===== config.mk =====
export PLATFORM = sky130hd
export DESIGN_NAME = switch_monitor_serial_port
export DESIGN_NICKNAME = d
export VERILOG_FILES = /design/src/verilog/switch_monitor_pkg.sv /design/src/verilog/pin_sync.sv /design/src/verilog/switch_monitor_serial_port.sv
export SDC_FILE = /design/constraint.sdc
export NUM_CORES = 1
export LEC_CHECK = 0
export ABC_AREA = 1
export BUFFER_PORTS_ARGS = -buffer_cell sky130_fd_sc_hd__buf_4
export CAP_MARGIN = 20
export CORE_UTILIZATION = 50
export DETAILED_ROUTE_END_ITERATION = 7
export PLACE_DENSITY = 0.71
export SYNTH_ARGS = -nofsm -noshare
export SYNTH_HDL_FRONTEND = slang
export SYNTH_HIERARCHICAL = 1
export SYNTH_SLANG_ARGS = --single-unit

===== constraint.sdc =====
create_clock -name sys_clk -period 1.8 [get_ports sys_clk]
set_input_delay 0.27 -clock sys_clk [delete_from_list [all_inputs] [get_ports sys_clk]]
set_output_delay 0.27 -clock sys_clk [all_outputs]
set_load 0.01 [all_outputs]

===== src/verilog/switch_monitor_pkg.sv =====
// Package with the constants shared by the switch monitor serial port.
package switch_monitor_pkg;

  // ===========================================================================
  // Word layout
  // ===========================================================================
  localparam int WORD_BITS     = 24;
  localparam int PROG_COUNT    = 8;
  localparam int GND_COUNT     = 14;
  localparam int SW_COUNT      = PROG_COUNT + GND_COUNT;
  localparam int SW_LSB        = 0;
  localparam int RESET_FLAG_POS = 22;
  localparam int THERMAL_FLAG_POS = 23;
  localparam int CMD_SEL_POS   = 16;

  // Command code held in the top byte that loads the battery/ground select byte.
  localparam logic [7:0] CMD_SETTINGS = 8'h01;
  // Battery type is the state after reset on every programmable input.
  localparam logic [PROG_COUNT-1:0] PROG_TYPE_RESET = 8'hff;

  // ===========================================================================
  // Mode
  // ===========================================================================
  typedef enum logic {MODE_NORMAL, MODE_SLEEP} mode_e;

endpackage : switch_monitor_pkg


===== src/verilog/pin_sync.sv =====
// Two-stage synchroniser for a bundle of asynchronous input levels.
`timescale 1ns/100ps
module pin_sync #(
  parameter int WIDTH = 1
) (
  // Clock and reset
  input  wire logic             sys_clk,
  input  wire logic             reset,
  // Levels
  input  wire logic [WIDTH-1:0] async_in,
  output logic      [WIDTH-1:0] sync_out
);

  logic [WIDTH-1:0] meta_ff;
  logic [WIDTH-1:0] sync_ff;
  logic [WIDTH-1:0] nxt_meta;
  logic [WIDTH-1:0] nxt_sync;

  always_comb begin
    nxt_meta = async_in;
    nxt_sync = meta_ff;
  end

  // Reset value is all ones: the link pins idle high except the clock, which
  // settles within two cycles anyway.
  always_ff @(posedge sys_clk) begin
    if (reset) begin
      meta_ff <= '1;
      sync_ff <= '1;
    end else begin
      meta_ff <= nxt_meta;
      sync_ff <= nxt_sync;
    end
  end

  assign sync_out = sync_ff;

endmodule // pin_sync


===== src/verilog/switch_monitor_serial_port.sv =====
// Serial slave port, interrupt and wake logic of the switch monitor.
`timescale 1ns/100ps
module switch_monitor_serial_port
  import switch_monitor_pkg::*;
#(
  parameter int WORD_WIDTH = WORD_BITS
) (
  // Clock and reset
  input  wire logic                  sys_clk,
  input  wire logic                  reset,
  // Serial link pins
  input  wire logic                  chip_select_n,
  input  wire logic                  serial_clk,
  input  wire logic                  serial_in,
  output logic                       serial_out,
  output logic                       serial_out_oe,
  // Open-drain interrupt line
  input  wire logic                  int_n_in,
  output logic                       int_n_out,
  output logic                       int_n_oe,
  // Open-drain wake line
  input  wire logic                  wake_n_in,
  output logic                       wake_n_out,
  output logic                       wake_n_oe,
  // Comparator levels: one means input above the threshold
  input  wire logic [PROG_COUNT-1:0] programmable_switch_inputs,
  input  wire logic [GND_COUNT-1:0]  ground_only_switch_inputs,
  // Device state
  input  wire logic                  logic_supply_ok,
  input  wire logic                  thermal_flag,
  input  wire logic                  int_enable,
  input  wire logic                  sleep_request,
  // Command hand-off
  output logic [WORD_WIDTH-1:0]      command_word,
  output logic                       command_valid,
  output logic [PROG_COUNT-1:0]      prog_type
);

  if (WORD_WIDTH != WORD_BITS) begin : g_bad_width
    $error("WORD_WIDTH must equal the 24-bit word");
  end

  // ===========================================================================
  // Synchronisers
  // ===========================================================================
  localparam int PIN_COUNT = 5 + PROG_COUNT + GND_COUNT + 3;
  logic [PIN_COUNT-1:0] pin_sync_out;

  pin_sync #(.WIDTH(PIN_COUNT)) u_pin_sync (
    .sys_clk  (sys_clk),
    .reset    (reset),
    .async_in ({chip_select_n, serial_clk, serial_in, int_n_in, wake_n_in,
                programmable_switch_inputs, ground_only_switch_inputs,
                logic_supply_ok, thermal_flag, int_enable}),
    .sync_out (pin_sync_out)
  );

  logic                  cs_n_s;
  logic                  sclk_s;
  logic                  si_s;
  logic                  int_line_s;
  logic                  wake_line_s;
  logic [PROG_COUNT-1:0] prog_s;
  logic [GND_COUNT-1:0]  gnd_s;
  logic                  vdd_s;
  logic                  therm_s;
  logic                  int_en_s;

  assign {cs_n_s, sclk_s, si_s, int_line_s, wake_line_s, prog_s, gnd_s,
          vdd_s, therm_s, int_en_s} = pin_sync_out;

  // ===========================================================================
  // Switch decoding
  // ===========================================================================
  // Turns comparator levels into closed-is-one switch states.
  function automatic logic [SW_COUNT-1:0] decode_switches(
    input logic [PROG_COUNT-1:0] prog_lvl,
    input logic [GND_COUNT-1:0]  gnd_lvl,
    input logic [PROG_COUNT-1:0] battery_type
  );
    logic [SW_COUNT-1:0] res;
    res = '0;
    for (int i = 0; i < PROG_COUNT; i++) begin
      res[GND_COUNT+i] = battery_type[i] ? prog_lvl[i] : ~prog_lvl[i];
    end
    res[GND_COUNT-1:0] = ~gnd_lvl;
    return res;
  endfunction

  // ===========================================================================
  // State
  // ===========================================================================
  // Switch changes are ignored until the synchronisers and the previous-state
  // register hold real pin levels, so leaving reset cannot raise a false interrupt.
  localparam int SETTLE_W = 3;
  logic                  cs_n_d_ff;
  logic                  sclk_d_ff;
  logic                  wake_d_ff;
  logic                  int_d_ff;
  logic [WORD_WIDTH-1:0] shift_ff;
  logic                  so_ff;
  logic                  so_oe_ff;
  logic                  int_low_ff;
  logic                  change_in_frame_ff;
  logic                  int_latched_ff;
  logic                  reset_flag_ff;
  logic [SW_COUNT-1:0]   prev_sw_ff;
  logic [PROG_COUNT-1:0] prog_type_ff;
  logic [WORD_WIDTH-1:0] command_ff;
  logic                  command_valid_ff;
  mode_e                 mode_ff;
  logic                  wake_oe_ff;
  logic [SETTLE_W-1:0]   settle_ff;

  logic                  nxt_so;
  logic                  nxt_so_oe;
  logic                  nxt_int_low;
  logic                  nxt_change_in_frame;
  logic                  nxt_int_latched;
  logic                  nxt_reset_flag;
  logic [WORD_WIDTH-1:0] nxt_shift;
  logic [SW_COUNT-1:0]   nxt_prev_sw;
  logic [PROG_COUNT-1:0] nxt_prog_type;
  logic [WORD_WIDTH-1:0] nxt_command;
  logic                  nxt_command_valid;
  mode_e                 nxt_mode;
  logic                  nxt_wake_oe;
  logic [SETTLE_W-1:0]   nxt_settle;

  logic                  cs_fall;
  logic                  cs_rise;
  logic                  sclk_rise;
  logic                  sclk_fall;
  logic                  int_fall;
  logic                  wake_fall;
  logic                  sw_change;
  logic [SW_COUNT-1:0]   sw_now;
  logic [WORD_WIDTH-1:0] status_word;

  assign cs_fall   = cs_n_d_ff & ~cs_n_s;
  assign cs_rise   = ~cs_n_d_ff & cs_n_s;
  assign sclk_rise = ~sclk_d_ff & sclk_s & ~cs_n_s;
  assign sclk_fall = sclk_d_ff & ~sclk_s & ~cs_n_s;
  assign int_fall  = int_d_ff & ~int_line_s;
  assign wake_fall = wake_d_ff & ~wake_line_s;
  assign sw_now    = decode_switches(prog_s, gnd_s, prog_type_ff);
  assign sw_change = settle_ff[SETTLE_W-1] & (sw_now != prev_sw_ff);

  always_comb begin
    status_word = '0;
    status_word[SW_LSB +: SW_COUNT] = sw_now;
    status_word[RESET_FLAG_POS]     = reset_flag_ff;
    status_word[THERMAL_FLAG_POS]   = therm_s;
  end

  // ===========================================================================
  // Shift register and command
  // ===========================================================================
  always_comb begin
    nxt_shift         = shift_ff;
    nxt_so            = so_ff;
    nxt_so_oe         = so_oe_ff;
    nxt_command       = command_ff;
    nxt_command_valid = 1'b0;
    nxt_prog_type     = prog_type_ff;
    nxt_reset_flag    = reset_flag_ff;
    if (cs_fall) begin
      nxt_shift = status_word;
      nxt_so_oe = 1'b1;
    end else if (cs_rise) begin
      nxt_so_oe         = 1'b0;
      nxt_command       = shift_ff;
      nxt_command_valid = 1'b1;
      nxt_reset_flag    = 1'b0;
      if (mode_ff == MODE_NORMAL && shift_ff[WORD_WIDTH-1:CMD_SEL_POS] == CMD_SETTINGS) begin
        nxt_prog_type = shift_ff[PROG_COUNT-1:0];
      end
    end else if (sclk_rise) begin
      nxt_so = shift_ff[WORD_WIDTH-1];
    end else if (sclk_fall) begin
      nxt_shift = {shift_ff[WORD_WIDTH-2:0], si_s};
    end
  end

  // ===========================================================================
  // Interrupt and mode
  // ===========================================================================
  always_comb begin
    nxt_int_low         = int_low_ff;
    nxt_change_in_frame = change_in_frame_ff;
    nxt_int_latched     = int_latched_ff;
    nxt_prev_sw         = sw_now;
    nxt_mode            = mode_ff;
    nxt_settle          = {settle_ff[SETTLE_W-2:0], 1'b1};
    if (cs_fall) begin
      nxt_int_latched     = int_line_s;
      nxt_change_in_frame = 1'b0;
    end
    if (sw_change && !cs_n_s) begin
      nxt_change_in_frame = 1'b1;
    end
    if (cs_rise) begin
      nxt_int_low = int_low_ff & change_in_frame_ff;
    end
    if (mode_ff == MODE_NORMAL && int_en_s && sw_change) begin
      nxt_int_low = 1'b1;
    end
    if (mode_ff == MODE_SLEEP) begin
      if (vdd_s && cs_fall) begin
        nxt_mode = MODE_NORMAL;
      end
      if (vdd_s && wake_line_s && int_fall) begin
        nxt_mode = MODE_NORMAL;
      end
      if (wake_fall && (int_line_s || !vdd_s)) begin
        nxt_mode = MODE_NORMAL;
      end
      if (int_en_s && sw_change) begin
        nxt_mode = MODE_NORMAL;
      end
    end else if (sleep_request && cs_n_s) begin
      nxt_mode = MODE_SLEEP;
    end
    nxt_wake_oe = (nxt_mode == MODE_NORMAL);
  end

  // ===========================================================================
  // Registers
  // ===========================================================================
  always_ff @(posedge sys_clk) begin
    if (reset) begin
      cs_n_d_ff          <= 1'b1;
      sclk_d_ff          <= 1'b0;
      wake_d_ff          <= 1'b1;
      int_d_ff           <= 1'b1;
      shift_ff           <= '0;
      so_ff              <= 1'b0;
      so_oe_ff           <= 1'b0;
      int_low_ff         <= 1'b0;
      change_in_frame_ff <= 1'b0;
      int_latched_ff     <= 1'b1;
      reset_flag_ff      <= 1'b1;
      prev_sw_ff         <= '0;
      prog_type_ff       <= PROG_TYPE_RESET;
      command_ff         <= '0;
      command_valid_ff   <= 1'b0;
      mode_ff            <= MODE_NORMAL;
      wake_oe_ff         <= 1'b1;
      settle_ff          <= '0;
    end else begin
      cs_n_d_ff          <= cs_n_s;
      sclk_d_ff          <= sclk_s;
      wake_d_ff          <= wake_line_s;
      int_d_ff           <= int_line_s;
      shift_ff           <= nxt_shift;
      so_ff              <= nxt_so;
      so_oe_ff           <= nxt_so_oe;
      int_low_ff         <= nxt_int_low;
      change_in_frame_ff <= nxt_change_in_frame;
      int_latched_ff     <= nxt_int_latched;
      reset_flag_ff      <= nxt_reset_flag;
      prev_sw_ff         <= nxt_prev_sw;
      prog_type_ff       <= nxt_prog_type;
      command_ff         <= nxt_command;
      command_valid_ff   <= nxt_command_valid;
      mode_ff            <= nxt_mode;
      wake_oe_ff         <= nxt_wake_oe;
      settle_ff          <= nxt_settle;
    end
  end

  // ===========================================================================
  // Outputs
  // ===========================================================================
  assign serial_out    = so_ff;
  assign serial_out_oe = so_oe_ff;
  assign int_n_out     = 1'b0;
  assign int_n_oe      = int_low_ff;
  assign wake_n_out    = 1'b0;
  // Wake line is pulled low in normal mode only.
  assign wake_n_oe     = wake_oe_ff;
  assign command_word  = command_ff;
  assign command_valid = command_valid_ff;
  assign prog_type     = prog_type_ff;

endmodule // switch_monitor_serial_port


-- After elaboration in Yosys (flattened, before gate mapping)
Index checks and enable logic that the tools add are counted.
- word-level logic and storage cells: 101
- bits in registers: 153
- mux-type cells: 26
- equality and inequality tests: 4
- reduce and logical (&&, ||, !) cells: 22
- bitwise operators: 29
- operators by type and width (cell ; count):
    24-bit two-way mux ; 4
    1-bit two-way mux ; 22
    22-bit != test ; 1
    1-bit NOT ; 18
    14-bit NOT ; 1
    1-bit AND ; 10
    1-bit logical AND ; 10
    3-bit AND reduction ; 3
    8-bit by 1-bit equality test with 1-bit output (second input constant) ; 1
    2-bit nonzero test ; 4
    2-bit != test (second input constant) ; 2
    1-bit zero test ; 2
    2-bit AND reduction ; 1
    2-bit OR reduction ; 1
    1-bit logical OR ; 1

-- Depth between registers and ports, before layout
- depth in word-level cells: 9
- depth in mapped cells: 12
- depth with buffers taken out: 12

-- Hierarchy
Netlist, hierarchy kept.
- modules (own cells, without submodules) (module ; seq. area each (sq um) ; times used ; area each (sq um) ; cells each):
    switch_monitor_serial_port ; 1861.8 ; 1 ; 3877.5 ; 527
    pin_sync ; 1201.2 ; 1 ; 1722.9 ; 187

-- Worst setup path after synthesis
Ideal clock, no wire load.
- kind: reg2reg
- from: reg u_pin_sync.sync_ff[29], in the netlist u_pin_sync/sync_out[29]
- to: reg shift_ff[15]
- data arrival time: 1.301 ns
- data required time: 1.681 ns
- setup slack: 0.380 ns
- cell stages (with the launch flop): 8
- setup time: 0.119 ns
- buffers on the path: 1
- path through: dfxtp_1 > inv_2 > ha_1 > inv_2 > clkbuf_1 > nor2_1 > a211oi_1 > nor2_1
- longest elaborated chain between the ends: 4
- elaborated cells on any way between the ends: 10
- ends and longest elaborated chain (what ; RTL line ; RTL):
    start: declaration ; pin_sync.sv:15 ; logic [WIDTH-1:0] sync_ff;
    start signal: assignment ; pin_sync.sv:32 ; sync_ff <= nxt_sync;
    1-bit NOT * ; switch_monitor_serial_port.sv:140 ; assign cs_fall = cs_n_d_ff & ~cs_n_s;
    1-bit AND * ; switch_monitor_serial_port.sv:140 ;
    net cs_fall ; switch_monitor_serial_port.sv:130 ; logic cs_fall;
    2-bit != test (no source line) or 2-bit nonzero test (tied branches) ; - ;
    3-bit AND reduction (no source line) ; - ;
    end signal: assignment ; switch_monitor_serial_port.sv:255 ; shift_ff <= nxt_shift;
    end: declaration ; switch_monitor_serial_port.sv:100 ; logic [WORD_WIDTH-1:0] shift_ff;
The timed path passes the listed nets; every way through them passes the cells marked *.
A chain may end at the register's enable or synchronous reset.

-- Worst setup path after layout
- from: reg u_pin_sync.sync_ff[29], in the netlist u_pin_sync/sync_out[29]
- to: reg shift_ff[17]
The elaborated chain is that of the path after synthesis.

==> impl_summary.txt <==
----------------------------------------------------
[Status]
  Run status ... complete, no violations

[Clocking]
  Maximum clock insertion buffer count ... 2
  CTS resizes ... 0
  Total clock sinks ... around 150
  Insertion delay to the later sink of the worst-skew pair ... approximately 0.53 ns
  Clock-pin slew on the worst setup and hold paths ... about 0.06 ns
  Post-CTS setup buffer count ... 0
  Number of levels the H-tree was split into ... 4
  CTS tree ... yes
  Cell chosen for the clock root ... clkbuf_8
  TritonCTS Buffers ... 17

[Pwr]
  Part of the total power dissipated in the clock network ... 45.1%
  Switching part of the total ... 23.50%
  PD cells ... approximately 1100 nW/um^2
  Cell-internal power ... just under 6 mW
  Total power ... around 7.6 mW
  Sequential group share of total power ... 47.8%
  Switching power ... ~1.8 mW
  Leakage power total ... ~3.7 nW
  Logic pwr share ... 7.1%
  VDD IR max ... about 0.65 mV

[Layout]
  Final-layout fill cell count ... 893
  Ratio of cells with drive above 1 in the final layout ... ~16%
  Area of the multi-input gates ... 1862 sq um
  Post-Route Utilization ... between 60 and 70%
  Ant diodes ... 0
  Most common cell after layout, fill and taps aside ... nand2_1
  Post-layout nets ... about 850
  Area added between synthesis and finish ... 26.88%
  Storage element area ... ~3000 sq um
  Leading cell types in the layout, fill and taps excluded ... nand2_1 (179), dfxtp_1 (153), inv_1 (124), nor2_1 (88), buf_4 (76)

[Global route]
  Met2 GRT Util ... about 34%
  Global-route wire length before repair ... between 15,000 and 20,000 microns
  All-layer global routing usage ... between 20 and 25%
  Met1 capacity usage during global routing ... between 20% and 30%
  Via count of the first global-routing pass ... about 4.2k
  Most used routing layer ... met2
  Maximum number of pins on one net before global-route repair ... 55
  Number of antenna violations at the first check in global routing ... 0
  Met3 layer usage reported by global route ... 5.508%
  Total gr overflow ... 0

[Die]
  Die area ... roughly 12,000 sq um
  Core area ... ~11,000 sq um
  Placement Rows ... 38
  I/O pin cnt ... 72
  Vert. Die Dim ... between 100 and 150 microns
  Effective utilization at floorplan ... approximately half
  X dimension of the die ... approximately 110 microns

[Timing]
  Endpoints failing hold ... 0
  Setup WS post-layout ... between 0.15 and 0.2 ns
  Minimum period implied by the final worst setup slack ... 1.612 ns
  TNS Setup ... 0 ns
  Layout Skew ... around 0.010 ns
  Final hold slack ... approximately 0.10 ns
  Final-report setup violation count ... 0
  FMAX ... a little over 600 MHz
  Ratio of final minimum period to clock period ... between 80% and 90%
  Unrepaired setup endpoints after global routing ... no
  Final-report max-slew violation count ... 0

[Critical path]
  Register-to-Register Setup Slack ... around 0.19 ns
  Number of cells on the worst reg-to-reg path ... 8
  Required time reported for the critical path endpoint ... ~2.2 ns
  Critical path arrival ... roughly 2.1 ns
  Critical path class ... flop to flop
  RR Endpoint ... shift_ff[17]
  Critical Path Start Type ... flop
  Worst Path Max Fanout ... 24
  Worst setup path endpoint ... shift_ff[17]
  Beginning of the worst register-to-register path ... u_pin_sync/sync_out[29]
  Critical path origin ... u_pin_sync/sync_out[29]
  Worst setup EP type ... flop

[Route]
  Drt total wl ... around 12,000 microns
  Count of routing violations after the opening detailed-route iteration ... 333
  Ratio of routed vias to standard cells ... 4.676
  Detail Route Antenna Nets ... 0
  Avg WL per Cell ... ~12 microns
  Via Count ... 4,508
  First-pass iteration count of the detailed router ... 4
  Drc violations ... 0

[Placed design]
  Setup slack at placement ... 0.2173 ns
  Global placer's final weighted congestion ... between 0.8 and 0.9
  HPWL after detailed placement ... between 7000 and 8000 microns
  Port buffer count ... slightly below 70

[Yosys]
  Area of the mapped netlist ... 5600 sq um
  Top cell type by total area after synthesis ... dfxtp_1
  Cells after Synth ... just over 700
  Synth cell types ... 30
  Proportion of synthesized chip area in sequential cells ... between 50% and 60%
  Number of synthesis warnings ... 6
  Syn Area/Cell ... a little under 8 sq um
  Largest cells by area after synthesis ... dfxtp_1 (55%), nand2_1 (12%), inv_1 (8.3%), nor2_1 (5.9%), o21ai_0 (3.3%)
  Fraction of post-synthesis cell area in the top cell type by area ... 54.69%
  Register bit total from synthesis ... 153

[Job]
  Max-cap check violation count ... 0

[Hold path]
  Class of the tightest hold or removal check ... primary input to flop

----------------------------------------------------
==> cell type report <==
class                      instances  share of cell area [%]
clock buffer                      18                   6.022
clock inverter                    13                   2.043
inverter                         131                   6.920
multi-input combinational        399                   26.20
sequential                       153                   43.11
tap                              140                   2.465
timing repair buffer             110                   13.24
==> synthesized netlist by cell type (all sizes together) <==
library cell  number
a211oi            24
a21oi             19
a31oi             10
buf               17
clkbuf            15
clkinv             1
conb               1
dfxtp            153
ha                 2
inv              130
nand2            182
nand3             11
nand3b             3
nand4              2
nor2              88
nor3               1
nor4               3
o211ai             8
o21ai             43
xor2               1
==> power by group through the flow <==
stage | clock network [mW] | registers, mW | logic (mW)
3_3_place_gp | 0 | 3.68 | 0.468
5_1_grt | 3.62 | 3.63 | 0.605
2_1_floorplan | 0 | 3.68 | 0.312
4_1_cts | 3.46 | 3.62 | 0.537
6_report | 3.42 | 3.62 | 0.537
3_5_place_dp | 0 | 3.69 | 0.478
==> cell families after synthesis <==
group                      count (synthesis)  synth area share [%]
adders and majority gates                  2                0.4468
and+or+nand+nor                          290                 20.78
AOI/OAI and AO/OA                        104                 11.73
other                                      1               0.06696
xor gates and xnor gates                   1                0.1564
buffers and inverters                    163                 12.13
DFF                                      153                 54.69
==> layer usage <==
| layer | vias to the layer above | wire [microns] |
|---|---|---|
| met1 | 2025 | 5618 |
| met4 | 0 | 158 |
| met3 | 14 | 455 |
| met2 | 94 | 5389 |
| li1 | 2375 | - |
| met5 | - | 0 |
==> worst max-delay path: stages, from the launching register on <==
cell and delay (ns):
dfxtp_1 0.39, inv_2 0.06, ha_1 0.22, inv_2 0.14, nand2_1 0.10, nand2_2 0.08, buf_4 0.26, a211oi_1 0.08
a211oi_1 0.19
==> state kept, by name, summed over array words and instances, names as in the netlist, 3 cells and up <==
name                 cells
command_word            24
shift_ff                24
settle_ff                3
u_pin_sync/sync_out     30
prog_type                8
prev_sw_ff              22
u_pin_sync/meta_ff      30
==> timing repair <==
action	4_1_cts	5_1_grt
endpoints found under the hold margin	35	0
hold buffers	31	0
endpoints found under the setup margin	0	0
==> worst min-delay path by stage <==
stage / startpoint / endpoint / slack, ns / cells past startpoint
floorplan: serial_clk / u_pin_sync/meta_ff[28] / 0.35 / 2
global placement: u_pin_sync/meta_ff[28] / u_pin_sync/sync_out[28] / 0.39 / 2
detailed placement: u_pin_sync/meta_ff[8] / u_pin_sync/sync_out[8] / 0.39 / 2
CTS: sleep_request / wake_n_oe / 0.08 / 4
global route: sleep_request / wake_n_oe / 0.10 / 4
finish: sleep_request / wake_n_oe / 0.10 / 4
==> per-stage QoR <==
stage / area (sq um) / cells
finish: 7106 / 964
global route: 7106 / 964
CTS: 7106 / 964
detailed placement: 6222 / 902
global placement: 6222 / 902
floorplan: 5604 / 715
Power figures use the tool's default switching activity.
